[src/dmairq_pkg.sv]
// Behaviour
// eight enable bits in bits 23:16 of the channel interrupt control register, one enables each interrupt.
// bits 31:24 and 15:8 of the channel interrupt control register read zero and ignore writes.
// the source done flag sets when the source pointer becomes equal to the source size.
// the source half flag sets when the source pointer becomes equal to half the source size.
// the destination done flag sets when the destination pointer becomes equal to the destination size.
// the source start register is a full 32-bit read/write register that resets to zero.
// software must load the source start register with a physical address.
// the interrupt output is high while any flag is set together with its enable.
package dmairq_pkg;
  // ==========================================
  // register map (byte addresses)
  localparam logic [3:0] ADDR_IRQ_CTRL = 4'h0;
  localparam logic [3:0] ADDR_SRC_START = 4'h4;
  // ==========================================
  // fields of the interrupt control register
  localparam int EN_LSB = 16;
  localparam int FLAG_LSB = 0;
  localparam int BIT_SRC_DONE = 7;
  localparam int BIT_SRC_HALF = 6;
  localparam int BIT_DST_DONE = 5;
  localparam int BIT_DST_HALF = 4;
  localparam logic [7:0] EN_RESET = 8'h00;
  localparam logic [7:0] FLAG_RESET = 8'h00;
  localparam logic [31:0] SRC_START_RESET = 32'h00000000;
  localparam logic [31:0] UNMAPPED_READ = 32'h00000000;

  typedef struct packed {
    logic [15:0] source_pointer;
    logic [15:0] source_size;
    logic [15:0] dest_pointer;
    logic [15:0] dest_size;
  } dmairq_ptr_t;

  typedef enum logic [1:0] {
    DMAIRQ_IDLE,
    DMAIRQ_ANSWER
  } dmairq_state_t;
endpackage

[src/dmairq_channel.sv]
// Our own choices: the placing of the registers and the Avalon-MM register port.
`timescale 1ns/1ps
module dmairq_channel import dmairq_pkg::*; (
  input wire logic i_clk,
  input wire logic i_rst,
  input wire logic i_ce,
  input wire logic [3:0] i_address,
  input wire logic i_read,
  input wire logic i_write,
  input wire logic [31:0] i_writedata,
  input wire logic [3:0] i_byteenable,
  output logic [31:0] o_readdata,
  output logic o_waitrequest,
  input wire dmairq_ptr_t i_ptr,
  input wire logic [3:0] i_other_events,
  output logic [31:0] o_source_start_address,
  output logic o_irq
);
  // ==========================================
  // state
  dmairq_state_t state, next_state;
  logic [7:0] irq_en, next_irq_en;
  logic [7:0] irq_flag, next_irq_flag;
  logic [31:0] source_start_address, next_source_start_address;
  logic [31:0] readdata, next_readdata;
  dmairq_ptr_t ptr_q;
  logic [7:0] events;

  // merge byte lanes of a write into an old value
  function automatic logic [31:0] merge_bytes(input logic [31:0] old, input logic [31:0] wd, input logic [3:0] be);
    logic [31:0] r;
    r = old;
    for (int i = 0; i < 4; i++) begin
      if (be[i]) begin
        r[8*i +: 8] = wd[8*i +: 8];
      end
    end
    return r;
  endfunction

  // events fire on the cycle a pointer becomes equal, not while it stays equal
  always_comb begin
    events = {4'h0, i_other_events};
    events[BIT_SRC_DONE] = (i_ptr.source_pointer == i_ptr.source_size) &&
      (ptr_q.source_pointer != ptr_q.source_size);
    events[BIT_SRC_HALF] = (i_ptr.source_pointer == {1'b0, i_ptr.source_size[15:1]}) &&
      (ptr_q.source_pointer != {1'b0, ptr_q.source_size[15:1]});
    events[BIT_DST_DONE] = (i_ptr.dest_pointer == i_ptr.dest_size) &&
      (ptr_q.dest_pointer != ptr_q.dest_size);
  end

  // writes commit on the answer edge, the only edge at which the master sees waitrequest low
  wire logic wr_hit = (state == DMAIRQ_ANSWER) && i_write;
  // reads are captured on the taking edge so the data already stands at the answer edge
  wire logic rd_hit = (state == DMAIRQ_IDLE) && i_read;

  // ==========================================
  // register file next values; one wait cycle then answer
  always_comb begin
    next_state = state;
    next_irq_en = irq_en;
    next_irq_flag = irq_flag;
    next_source_start_address = source_start_address;
    next_readdata = readdata;
    case (state)
      DMAIRQ_IDLE: begin
        if (i_read || i_write) begin
          next_state = DMAIRQ_ANSWER;
        end
      end
      DMAIRQ_ANSWER: begin
        next_state = DMAIRQ_IDLE;
      end
      default: begin
        next_state = DMAIRQ_IDLE;
      end
    endcase
    if (wr_hit && i_address == ADDR_IRQ_CTRL) begin
      // bytes 3 and 1 are unimplemented, writes there are dropped
      if (i_byteenable[2]) begin
        next_irq_en = i_writedata[EN_LSB +: 8];
      end
      if (i_byteenable[0]) begin
        next_irq_flag = irq_flag & ~i_writedata[FLAG_LSB +: 8];
      end
    end
    if (wr_hit && i_address == ADDR_SRC_START) begin
      next_source_start_address = merge_bytes(source_start_address, i_writedata, i_byteenable);
    end
    // set wins over a simultaneous write-one clear
    next_irq_flag = next_irq_flag | events;
    if (rd_hit) begin
      case (i_address)
        ADDR_IRQ_CTRL: next_readdata = {8'h00, irq_en, 8'h00, irq_flag};
        ADDR_SRC_START: next_readdata = source_start_address;
        default: next_readdata = UNMAPPED_READ;
      endcase
    end
  end

  // ==========================================
  // registers
  always_ff @(posedge i_clk) begin
    if (i_rst) begin
      state <= DMAIRQ_IDLE;
      irq_en <= EN_RESET;
      irq_flag <= FLAG_RESET;
      source_start_address <= SRC_START_RESET;
      readdata <= 32'h00000000;
      // track the live pointers so that leaving reset never looks like a fresh match
      ptr_q <= i_ptr;
    end else if (i_ce) begin
      state <= next_state;
      irq_en <= next_irq_en;
      irq_flag <= next_irq_flag;
      source_start_address <= next_source_start_address;
      readdata <= next_readdata;
      ptr_q <= i_ptr;
    end
  end

  // software is trusted to have written a physical address
  assign o_source_start_address = source_start_address;
  assign o_readdata = readdata;
  assign o_waitrequest = (state == DMAIRQ_IDLE);
  assign o_irq = |(irq_flag & irq_en);
endmodule

[config.mk]
export PLATFORM = sky130hd
export DESIGN_NAME = dmairq_channel
export DESIGN_NICKNAME = d
export VERILOG_FILES = /design/src/dmairq_pkg.sv /design/src/dmairq_channel.sv
export SDC_FILE = /design/constraint.sdc
export NUM_CORES = 1
export LEC_CHECK = 0
export ABC_AREA = 1
export BUFFER_PORTS_ARGS = -buffer_cell sky130_fd_sc_hd__buf_2
export CELL_PAD_IN_SITES_DETAIL_PLACEMENT = 0
export CELL_PAD_IN_SITES_GLOBAL_PLACEMENT = 2
export CORE_AREA = 2 2 151 153
export DETAILED_ROUTE_END_ITERATION = 7
export DIE_AREA = 0 0 153 155
export GPL_TIMING_DRIVEN = 0
export PLACE_DENSITY = 0.87
export REMOVE_ABC_BUFFERS = 1
export SLEW_MARGIN = 5
export SYNTH_ARGS = -nofsm -noshare
export SYNTH_HDL_FRONTEND = slang
export SYNTH_SLANG_ARGS = --single-unit
[constraint.sdc]
create_clock -name i_clk -period 5.6 [get_ports i_clk]
set_input_delay 0.28 -clock i_clk [delete_from_list [all_inputs] [get_ports i_clk]]
set_output_delay 0.28 -clock i_clk [all_outputs]
set_load 0.05 [all_outputs]
==> results.md, run 1 <==
* Clock tree from TritonCTS: built
* Total of warnings raised by yosys at 0
* Peak supply drop at about 0.18 mV
* Mapped Cells at 914
* Cts bufs inserted at 17
* Number of setup buffers added after CTS at 0
* Violation count after the first detailed-routing iteration at 310
* Number of search-and-repair iterations in the first detailed-routing pass at 5
* Vias in the first global route at 5869
* Path depth of the worst reg2reg path at 8
* Worst slack after detailed placement at 2600 ps
* Final WS setup at between 3000 and 4000 ps
* Post-synthesis sequential area ratio at 0.512
* Fraction of post-synthesis cell area in the top cell type by area at 0.278
* Top cells by area in the synthesized netlist: edfxtp_1 (28%), dfxtp_1 (23%), nand2_1 (14%)
* Primary flip-flop cell chosen by synthesis mapping: dfxtp_1
* Leakage power summed over all cells at roughly 4.5 nW
* Chip height at ~160 um
* Fill count at 2317
* Result of the run: finished, final reports clean
* Flip-flop and latch count after synthesis at around 150
* Clock latency reported for the late side of the worst-skew pair at 430 ps
* Arrival time of data at the critical path endpoint at 2530 ps
* Reg2Reg Launch Point: state[0]$_SDFFE_PP0P_
* Final weighted congestion in routability-driven placement at ~0.82
* Finish-stage setup viols at 0
* Basic-gate share of the synthesized area counting and, or, nand and nor cells at 0.209
* Count of flip-flops with a built-in enable after synthesis at 64
* Category of the critical setup timing path: in2reg
* Die X at approximately 150 um
* Area growth from synthesis to layout at 26.0%
* Worst hold path stage count at 1
* Routed wirelength normalized by instance count at 13.4 um
* Initial antenna violation count at 2
* GRT Resource Usage Total at 0.162
* Layout cell share with drive strength beyond 1 at 0.201
* Total of buffers placed on input and output ports at 178
* FP Rows at 55
* Transition time at the pin with the least slew margin at 928 ps
* Hold buffers post-CTS at 0
* Max-slew violation count at 0
* Register-to-register path setup slack at 4010 ps
* Root buffer cell: clkbuf_16
* Top cells by count, synth: nand2_1 (251), inv_1 (195), nor2_1 (89)
* Crit-path max FO at 65
* Crit Reg-Reg Endpoint: irq_en[4]$_SDFFE_PP0P_
* Routed via count divided by cell count at roughly 4.4
* Number of nets with antenna violations after routing at 0
* Post-layout minimum cycle time at 2480 ps
* Maximum clock insertion buffer count at 2
* Placed wire-length estimate after detailed placement at 14.0 mm
* Register area at approximately 3500 um^2
* Start point of the worst hold path: i_ptr[29]
* Global-route wire length before repair at about 30 mm
* Ratio of total power to cell area at 308 nW/um^2
* Overall via count from detail_route at 6130
* Critical Path Start Type: input pin
* Worst EP required at 5650 ps
* Clock Sinks at 145
* Overall overflow remaining after global route at 0
* Final core utilization at 0.392
* Total detailed-routing wirelength at around 19 mm
* Area share of xor/xnor cells in the synthesized design at 0.0228
* Worst hold path class: in2reg
* Initial cell density of the core at 0.311
* Worst Skew at 11.8 ps
* Leading area contributor after synthesis: edfxtp_1
* Maximum capacitance violations at 0
* Capture endpoint of the worst hold path: ptr_q[29]$_DFFE_PP_
* Pin count of the biggest net entering global routing at 66
* # resized after CTS at 0
* Synthesized-area fraction occupied by adder cells at 0
* Top-level port count at 179
* Average instance area after synthesis at around 7.6 um^2
* Remaining max-slew budget at the tightest pin at 0.379
* Achievable frequency at 403 MHz
* DRC violations left at 0
* Synth Cell Area at 6920 um^2
* Fraction of registers with async set/reset at 0
* Fraction of the mapped netlist area in compound gates at 0.134
* Count of distinct cell types in the synthesized netlist at 29
* Total negative setup slack at 0 ps
* Hold slack final at 42.3 ps
* RSZ-0062 raised after global routing: false
* Kind of end point of the critical path: flop
* Max H-tree Level at 4
* Mux contribution to synthesized area at 0
* Full die area at 23700 um^2
* Post-route fraction of the period consumed by the critical path at 0.443
* Number of nets at the end of the flow at 1204
* Area of the core region at roughly 22000 um^2
* Clock transition at path regs at about 70 ps
* Most frequently used cell type in the post-synthesis netlist: nand2_1
* Multi-input gate area at about 2500 um^2
* Final count of hold timing violations at 0
* Dominant combinational cell family by area after synthesis: simple AND/OR/NAND/NOR gates
[worst max-delay path: stages]
cell      delay, ps
buf_2           490
clkinv_2        740
nand2_4         940
[kinds of logic after synthesis]
logic type      count (synthesis)
xor+xnor                       18
simple gates                  367
flops                         145
compound gates                166
buf+inv                       218
[where the power goes]
group | total [mW] | switching, mW | internal, mW
combinational | 0.287 | 0.187 | 0.100
sequential | 1.20 | 0.0328 | 1.16
clock | 1.20 | 0.517 | 0.681
[sequential cells by signal, indices dropped and copies added, names as in the netlist]
name                    count
o_readdata                 32
irq_flag                    8
state                       1
ptr_q                      64
irq_en                      8
o_source_start_address     32
[cells in the final DEF (no fill, tap or decap), types with 3 or more instances in the layout]
master,Yosys,final
nand2_1,251,249
inv_1,195,195
buf_2,5,178
nor2_1,89,89
dfxtp_1,81,81
o21ai_0,77,77
edfxtp_1,64,64
a21oi_1,53,53
o31ai_1,20,20
clkbuf_16,0,17
xnor2_1,10,10
a22o_1,9,9
nand3_1,8,8
xor2_1,8,8
nand4_1,7,7
nor3_1,6,5
inv_6,0,5
inv_8,0,4
nand2_2,2,3
[per-layer routing]
metal	vias to the layer above	GRT usage	part of all wire
met1	2734	0.211	0.47
met4	4	0.0397	0.0084
li1	3214	-	-
met5	-	0	0.0014
met2	162	0.261	0.45
met3	16	0.0515	0.073
[cell type report]
cell class	instances	area share
Antenna cell	1	0.000287
Inverter	197	0.0850
Timing Repair Buffer	179	0.104
Clock buffer	17	0.0488
Sequential cell	145	0.406
Multi-Input combinational cell	551	0.292
Clock inverter	15	0.0217
Tap cell	285	0.0409
[how the worst max path moves through the flow]
stage	cells past startpoint	start	slack [ps]	end
floorplan	2	i_rst	2630	ptr_q[0]$_DFFE_PP_
global placement	3	i_rst	320	ptr_q[15]$_DFFE_PP_
detailed placement	3	i_rst	2600	ptr_q[0]$_DFFE_PP_
CTS	3	i_rst	3080	ptr_q[55]$_DFFE_PP_
global route	3	i_rst	2840	ptr_q[3]$_DFFE_PP_
finish	3	i_rst	3120	ptr_q[19]$_DFFE_PP_
[metrics by stage]
step | cell area (um^2) | power, mW | std cells
floorplan | 6820 | 1.39 | 893
global placement | 8060 | 1.51 | 1356
detailed placement | 8100 | 1.51 | 1357
CTS | 8710 | 2.72 | 1389
global route | 8710 | 2.80 | 1389
finish | 8720 | 2.68 | 1390
Power figures use the tool's default switching activity.
==> run 2: changes to the inputs <==
--- a/config.mk
+++ b/config.mk
@@ -5,15 +5,15 @@
 export SDC_FILE = /design/constraint.sdc
 export NUM_CORES = 1
 export LEC_CHECK = 0
-export ABC_AREA = 1
+export ABC_AREA = 0
 export BUFFER_PORTS_ARGS = -buffer_cell sky130_fd_sc_hd__buf_2
 export CELL_PAD_IN_SITES_DETAIL_PLACEMENT = 0
 export CELL_PAD_IN_SITES_GLOBAL_PLACEMENT = 2
-export CORE_AREA = 2 2 151 153
+export CORE_AREA = 2 2 148 150
 export DETAILED_ROUTE_END_ITERATION = 7
-export DIE_AREA = 0 0 153 155
+export DIE_AREA = 0 0 150 152
 export GPL_TIMING_DRIVEN = 0
-export PLACE_DENSITY = 0.87
+export PLACE_DENSITY = 0.78
 export REMOVE_ABC_BUFFERS = 1
 export SLEW_MARGIN = 5
 export SYNTH_ARGS = -nofsm -noshare
==> constraint.sdc (replaced) <==
create_clock -name i_clk -period 2.07 [get_ports i_clk]
set_input_delay 0.1035 -clock i_clk [delete_from_list [all_inputs] [get_ports i_clk]]
set_output_delay 0.1035 -clock i_clk [all_outputs]
set_load 0.05 [all_outputs]
==> run 2 against run 1 <==
Against the previous run:
- global-route usage increased by 0.82 points
- clock power increased to 2.7 times the previous value
- worst setup slack worse by 2800 ps
- die area shrank 3.9%
- first-iteration DRC count down 8.7%
- critical path depth increased by 2
- via count down 15%
- sequential cell count is the same
- core utilization is 2.4 points higher
- final area is 1.9% higher
==> results.md, run 2 <==
* Result of the run: finished, final reports clean
* FP Rows at 54
* Commonest non-fill, non-tap cells in the layout: buf_2 (177), dlygate4sd3_1 (102), dfxtp_1 (81)
* Peak supply drop at 0.513 mV
* Number of nets at the end of the flow at 948
* Number of search-and-repair iterations in the first detailed-routing pass at 4
* Clock latency reported for the late side of the worst-skew pair at 420 ps
* Max H-tree Level at 4
* Routed wirelength normalized by instance count at approximately 17 um
* List of cells traversed by the critical path: and3_1 -> and2_4 -> nand2_1 -> nand2_1 -> a21oi_1
* Worst EP required at about 2400 ps
* Number of flip-flops under the largest register name at 64
* Clock tree from TritonCTS: built
* Post-route fraction of the period consumed by the critical path at 0.847
* Top cells by count, synth: dfxtp_1 (81), edfxtp_1 (64), nand2_1 (61)
* Finish-stage setup viols at 0
* Average instance area after synthesis at 10.8 um^2
* Final weighted congestion in routability-driven placement at 0.767
* Achievable frequency at between 500 and 600 MHz
* Most common library cell in the layout ignoring fill and taps: buf_2
* Final WS setup at 318 ps
* Mapped Cells at 560
* Maximum capacitance violations at 0
* Chip height at 152 um
* Worst stage delay on the critical path at 460 ps
* Power Total at 7.32 mW
* Flip-flop and latch count after synthesis at 145
* Crit path buffers/inverters at 0
* RSZ-0062 raised after global routing: false
* Transition time at the pin with the least slew margin at 885 ps
* Total of buffers placed on input and output ports at ~180
* Worst Skew at between 8 and 9 ps
* Synth Cell Area at between 6000 and 7000 um^2
* Top cells by area in the synthesized netlist: edfxtp_1 (32%), dfxtp_1 (27%), xnor2_1 (7.5%)
* Pin count of the biggest net entering global routing at 66
* Fraction of registers with async set/reset at 0
* Fraction of post-synthesis cell area in the top cell type by area at 0.318
* Full die area at 22800 um^2
* Category of the critical setup timing path: reg2reg
* Area of the core region at ~21000 um^2
* Crit-path max FO at 36
* Standard cell with the maximum stage delay on the critical path: and2_4
* Root buffer cell: clkbuf_16
* Max-slew violation count at 0
* Length of routed wiring on met1 at just over 8 mm
* Count of flip-flops with a built-in enable after synthesis at 64
* CP most frequent cell: nand2_1
* Register area at 3540 um^2
* Leakage power summed over all cells at 3.47 nW
* Overall via count from detail_route at 5202
* Die X at approximately 150 um
* Vias in the first global route at 5280
* Post-layout minimum cycle time at about 1800 ps
* Primary flip-flop cell chosen by synthesis mapping: dfxtp_1
* Length of routed met2 wiring at 9.23 mm
* Multi-input gate area at between 2000 and 2500 um^2
* Clock Sinks at 145
* Crit-path leading delay family: simple AND/OR/NAND/NOR gates
* Initial antenna violation count at 1
* Worst slack after detailed placement at -487 ps
* Critical Path Start Type: flop
* DRC violations left at 0
* Leading area contributor after synthesis: edfxtp_1
* Worst hold path class: in2reg
* Remaining max-slew budget at the tightest pin at 0.410
* Cts bufs inserted at 17
* Maximum clock insertion buffer count at 2
* Fill count at 2159
* Global-route wire length before repair at 29.4 mm
* Violation count after the first detailed-routing iteration at between 200 and 300
* Initial cell density of the core at 0.283
* Total of warnings raised by yosys at 0
* Layout cell share with drive strength beyond 1 at 0.261
* Area growth from synthesis to layout at 46.7%
* Post-synthesis sequential area ratio at 0.585
* Reg with most FFs: ptr_q
* Highest metal used: met4
* Ratio of total power to cell area at 825 nW/um^2
* Placed wire-length estimate after detailed placement at 12.6 mm
* GRT Resource Usage Total at 0.170
* Total detailed-routing wirelength at 18.8 mm
* Total negative setup slack at 0 ps
* Routed via count divided by cell count at 4.61
* Detail Route met3 WL at 714 um
* Top-level port count at 179
* Final count of hold timing violations at 0
* Overall overflow remaining after global route at 0
* Most frequently used cell type in the post-synthesis netlist: dfxtp_1
* Clock transition at path regs at 60 ps
* Number of nets with antenna violations after routing at 0
* Count of distinct cell types in the synthesized netlist at 28
* Kind of end point of the critical path: flop
* Arrival time of data at the critical path endpoint at 2050 ps
-- run 2: changes by cell type after synthesis, sizes merged, moves of 9 or more --
cell / delta
nor3: +12
nor4: +13
inv: -193
nand3: +42
nand2: -193
nor2: -62
o21ai: -76
a221oi: +15
o31ai: -20
nand4: +9
xnor2: +42
xor2: +32
a22o: -9
-- run 2: path summary, 6_finish.rpt --
| path | from | end | slack (ps) | depth (start not counted) |
|---|---|---|---|---|
| worst max-delay path | state[0]$_SDFFE_PP0P_ | o_source_start_address[19]$_SDFFE_PP0P_ | 320 | 5 |
| worst min-delay path | i_byteenable[3] | o_source_start_address[27]$_SDFFE_PP0P_ | 20 | 3 |
| worst max register to register | state[0]$_SDFFE_PP0P_ | o_source_start_address[19]$_SDFFE_PP0P_ | 320 | 5 |
| worst min register to register | o_readdata[29]$_SDFFE_PP0P_ | o_readdata[29]$_SDFFE_PP0P_ | 450 | 2 |
-- run 2: layout make-up --
cell class,count,area share
clock inverters,14,0.0211
diodes,1,0.000282
multi-input cells,381,0.266
well taps,280,0.0395
inverters,3,0.00127
clock buffers,17,0.0479
repair buffers,287,0.225
flip-flops and latches,145,0.399
-- run 2: report_power, final --
| part | switching [mW] | total, mW | internal [mW] |
|---|---|---|---|
| clock | 1.23 | 3.23 | 2.01 |
| sequential | 0.0929 | 3.24 | 3.15 |
| combinational | 0.435 | 0.847 | 0.412 |
-- run 2: through the flow --
step	cells	utilization	instance area (um^2)	hold WS [ps]
5_1_grt	1128	0.416	8880	22.6
6_report	1128	0.416	8880	22.2
4_1_cts	1123	0.414	8850	8.26
3_3_place_gp	987	0.335	7150	296
3_5_place_dp	990	0.338	7210	303
2_1_floorplan	529	-	5910	173
-- run 2: what timing repair did --
action	CTS	global route
hold buffers	102	0
resized for setup	1	0
setup endpoints to repair	16	8
buffers inserted	0	4
endpoints found under the hold margin	112	0
pin swaps	0	1
gates cloned	0	0
-- run 2: cell families (layout without fill, tap and decap cells) --
family | after synthesis | count (layout) | share of synthesized area
buffers and inverters | 34 | 321 | 0.0252
AOI/OAI and AO/OA | 80 | 80 | 0.0802
and+or+nand+nor | 201 | 201 | 0.163
other | 0 | 1 | 0
DFF | 145 | 145 | 0.585
xor gates and xnor gates | 92 | 92 | 0.133
muxes | 8 | 8 | 0.0132
-- run 2: per-layer routing --
metal | vias to the layer above | global-route usage
met4 | 0 | 0.0728
met5 | - | 0
li1 | 2562 | -
met2 | 132 | 0.282
met1 | 2464 | 0.214
met3 | 44 | 0.0342
-- run 2: tightest hold or removal path: cells and delay by family --
kind / cells / cell delay, ps
AO/OA/AOI/OAI: 1 / 50
buffers and inverters: 1 / 150
AND/OR/NAND/NOR: 1 / 90
==> run 3: changes to the inputs <==
--- a/config.mk
+++ b/config.mk
@@ -5,15 +5,15 @@
 export SDC_FILE = /design/constraint.sdc
 export NUM_CORES = 1
 export LEC_CHECK = 0
-export ABC_AREA = 0
+export ABC_AREA = 1
 export BUFFER_PORTS_ARGS = -buffer_cell sky130_fd_sc_hd__buf_2
 export CELL_PAD_IN_SITES_DETAIL_PLACEMENT = 0
 export CELL_PAD_IN_SITES_GLOBAL_PLACEMENT = 2
-export CORE_AREA = 2 2 148 150
+export CORE_AREA = 2 2 155 157
 export DETAILED_ROUTE_END_ITERATION = 7
-export DIE_AREA = 0 0 150 152
+export DIE_AREA = 0 0 157 159
 export GPL_TIMING_DRIVEN = 0
-export PLACE_DENSITY = 0.78
+export PLACE_DENSITY = 0.83
 export REMOVE_ABC_BUFFERS = 1
 export SLEW_MARGIN = 5
 export SYNTH_ARGS = -nofsm -noshare
==> constraint.sdc (replaced) <==
create_clock -name i_clk -period 1.62 [get_ports i_clk]
set_input_delay 0.081 -clock i_clk [delete_from_list [all_inputs] [get_ports i_clk]]
set_output_delay 0.081 -clock i_clk [all_outputs]
set_load 0.05 [all_outputs]
==> run 3 against run 2 <==
Against the previous run:
- combinational power is 45% higher
- clock power is 21% higher
- largest power group unchanged
- highest routed layer unchanged
- critical endpoint is now o_irq
- worst setup slack worse by 180 ps
- sequential share of layout area is 4.1 points lower
- via count is 25% higher
- clock skew is 0.72 ps higher
==> results.md, run 3 (synthesized netlist as in run 1, its figures left out) <==
* Clock latency reported for the late side of the worst-skew pair at approximately 430 ps
* Dpl cells at 1391
* FP Rows at 56
* Overall overflow remaining after global route at 0
* Kind of end point of the critical path: primary output
* CP most frequent cell: nand2_1
* Area of the core region at 23200 um^2
* Total negative setup slack at 0 ps
* Clock transition at path regs at roughly 70 ps
* Worst EP required at 1540 ps
* Area growth from synthesis to layout at 43.0%
* Final weighted congestion in routability-driven placement at 0.780
* Max-slew violation count at 0
* Power Total at 9.28 mW
* Max H-tree Level at 4
* Maximum clock insertion buffer count at 2
* Global-route wire length before repair at 33.5 mm
* Final count of hold timing violations at 0
* Routed via count divided by cell count at between 4 and 5
* Routed wirelength normalized by instance count at 13.5 um
* Die X at 157 um
* Violation count after the first detailed-routing iteration at between 200 and 300
* Worst slack after detailed placement at -1240 ps
* List of cells traversed by the critical path: nand2_1 -> o21ai_0 -> a221oi_1 -> nand2_1 -> buf_4
* Ratio of total power to cell area at roughly 940 nW/um^2
* Leakage power summed over all cells at 4.91 nW
* Root buffer cell: clkbuf_16
* Clock Sinks at approximately 150
* Total of buffers placed on input and output ports at 178
* Final WS setup at roughly 130 ps
* Number of nets at the end of the flow at ~1300
* Pin count of the biggest net entering global routing at between 50 and 60
* RSZ-0062 raised after global routing: false
* Placed wire-length estimate after detailed placement at 14.5 mm
* Worst stage delay on the critical path at 330 ps
* Cts bufs inserted at 17
* Fill count at 2390
* Arrival time of data at the critical path endpoint at between 1000 and 1500 ps
* DRC violations left at 0
* Result of the run: finished, final reports clean
* Critical Path Start Type: flop
* Number of nets with antenna violations after routing at 0
* Reg with most FFs: ptr_q
* Number of search-and-repair iterations in the first detailed-routing pass at 5
* Post-layout minimum cycle time at about 1500 ps
* Peak supply drop at approximately 0.6 mV
* Transition time at the pin with the least slew margin at roughly 680 ps
* Post-route fraction of the period consumed by the critical path at 0.918
* Top-level port count at 179
* Vias in the first global route at 6664
* Full die area at 25000 um^2
* Layout Cells excl Fill at 1534
* Worst hold path class: in2reg
* Initial cell density of the core at 0.298
* Layout cell share with drive strength beyond 1 at 0.193
* Maximum capacitance violations at 0
* Crit-path max FO at 3
* Most common library cell in the layout ignoring fill and taps: nand2_1
* Remaining max-slew budget at the tightest pin at 0.548
* Initial antenna violation count at 0
* Worst Skew at 9.52 ps
* Chip height at 159 um
* Finish-stage setup viols at 0
* Clock tree from TritonCTS: built
* Number of flip-flops under the largest register name at 64
* GRT Resource Usage Total at 0.171
* Standard cell with the maximum stage delay on the critical path: dfxtp_1
* Total detailed-routing wirelength at around 21 mm
* Overall via count from detail_route at 6513
* Category of the critical setup timing path: reg2out
* Antenna diode instance count at 0
* Achievable frequency at 673 MHz
* Commonest non-fill, non-tap cells in the layout: nand2_1 (247), inv_1 (193), buf_2 (177)
## run 3: changes by cell type in the layout (fill, tap and decap cells not counted), moves of 9 or more
cell	previous run	this run
a221oi_1	17	1
a22o_1	0	9
inv_1	3	193
nand2_1	60	247
nand3_1	50	8
nand4_1	16	7
nor2_1	28	87
nor3_1	19	5
nor4_1	12	0
o21ai_0	3	77
o31ai_1	0	20
xnor2_1	52	10
xor2_1	40	8
## run 3: final timing paths
check,from,endpoint,slack [ps],depth (start not counted)
min reg2reg,o_source_start_address[26]$_SDFFE_PP0P_,o_source_start_address[26]$_SDFFE_PP0P_,460,2
min,i_byteenable[0],o_source_start_address[1]$_SDFFE_PP0P_,70,4
max,irq_en[0]$_SDFFE_PP0P_,o_irq,130,5
max reg2reg,state[0]$_SDFFE_PP0P_,o_source_start_address[26]$_SDFFE_PP0P_,190,7
## run 3: report_power, final
part | internal (mW) | switching [mW] | leakage, nW | total (mW)
Combinational | 0.523 | 0.706 | 3.32 | 1.23
Clock | 2.07 | 1.84 | 0.287 | 3.91
Sequential | 4.02 | 0.113 | 1.31 | 4.13
## run 3: area by class of cell
type / instances / area (um^2) / share of cell area
Clock inverter: 15 / 158 / 0.0159
Tap cell: 319 / 399 / 0.0403
Multi-Input combinational cell: 552 / 2610 / 0.263
Inverter: 197 / 744 / 0.0753
Timing Repair Buffer: 289 / 2020 / 0.204
Sequential cell: 145 / 3540 / 0.358
Clock buffer: 17 / 425 / 0.0430
## run 3: timing repair
action                                  CTS  global route
hold buffers                            106             0
endpoints found under the hold margin   110             0
resized for setup                         4            10
cloned                                    1             0
endpoints found under the setup margin   98            35
buffers inserted                          4             0
pin swaps                                 3             0
## run 3: worst max-delay path, delay by kind of cell, from the launching register on
| kind | cells | cell delay [ps] |
|---|---|---|
| AO/OA/AOI/OAI | 2 | 300 |
| buffers and inverters | 1 | 200 |
| flip-flops | 1 | 330 |
| AND/OR/NAND/NOR | 2 | 140 |
## run 3: per-layer routing
metal	GRT usage	routed length [um]	vias to the layer above
li1	-	-	3433
met1	0.214	9480	2899
met2	0.285	9600	157
met3	0.0490	1340	24
met4	0.0517	311	0
met5	0	0	-
## run 3: through the flow
stage | area [um^2] | hold slack (ps) | util
finish | 9890 | 72.5 | 0.427
global placement | 8110 | 281 | 0.350
detailed placement | 8140 | 285 | 0.351
CTS | 9870 | 56.7 | 0.425
global route | 9890 | 93.5 | 0.427
floorplan | 6820 | 150 | -
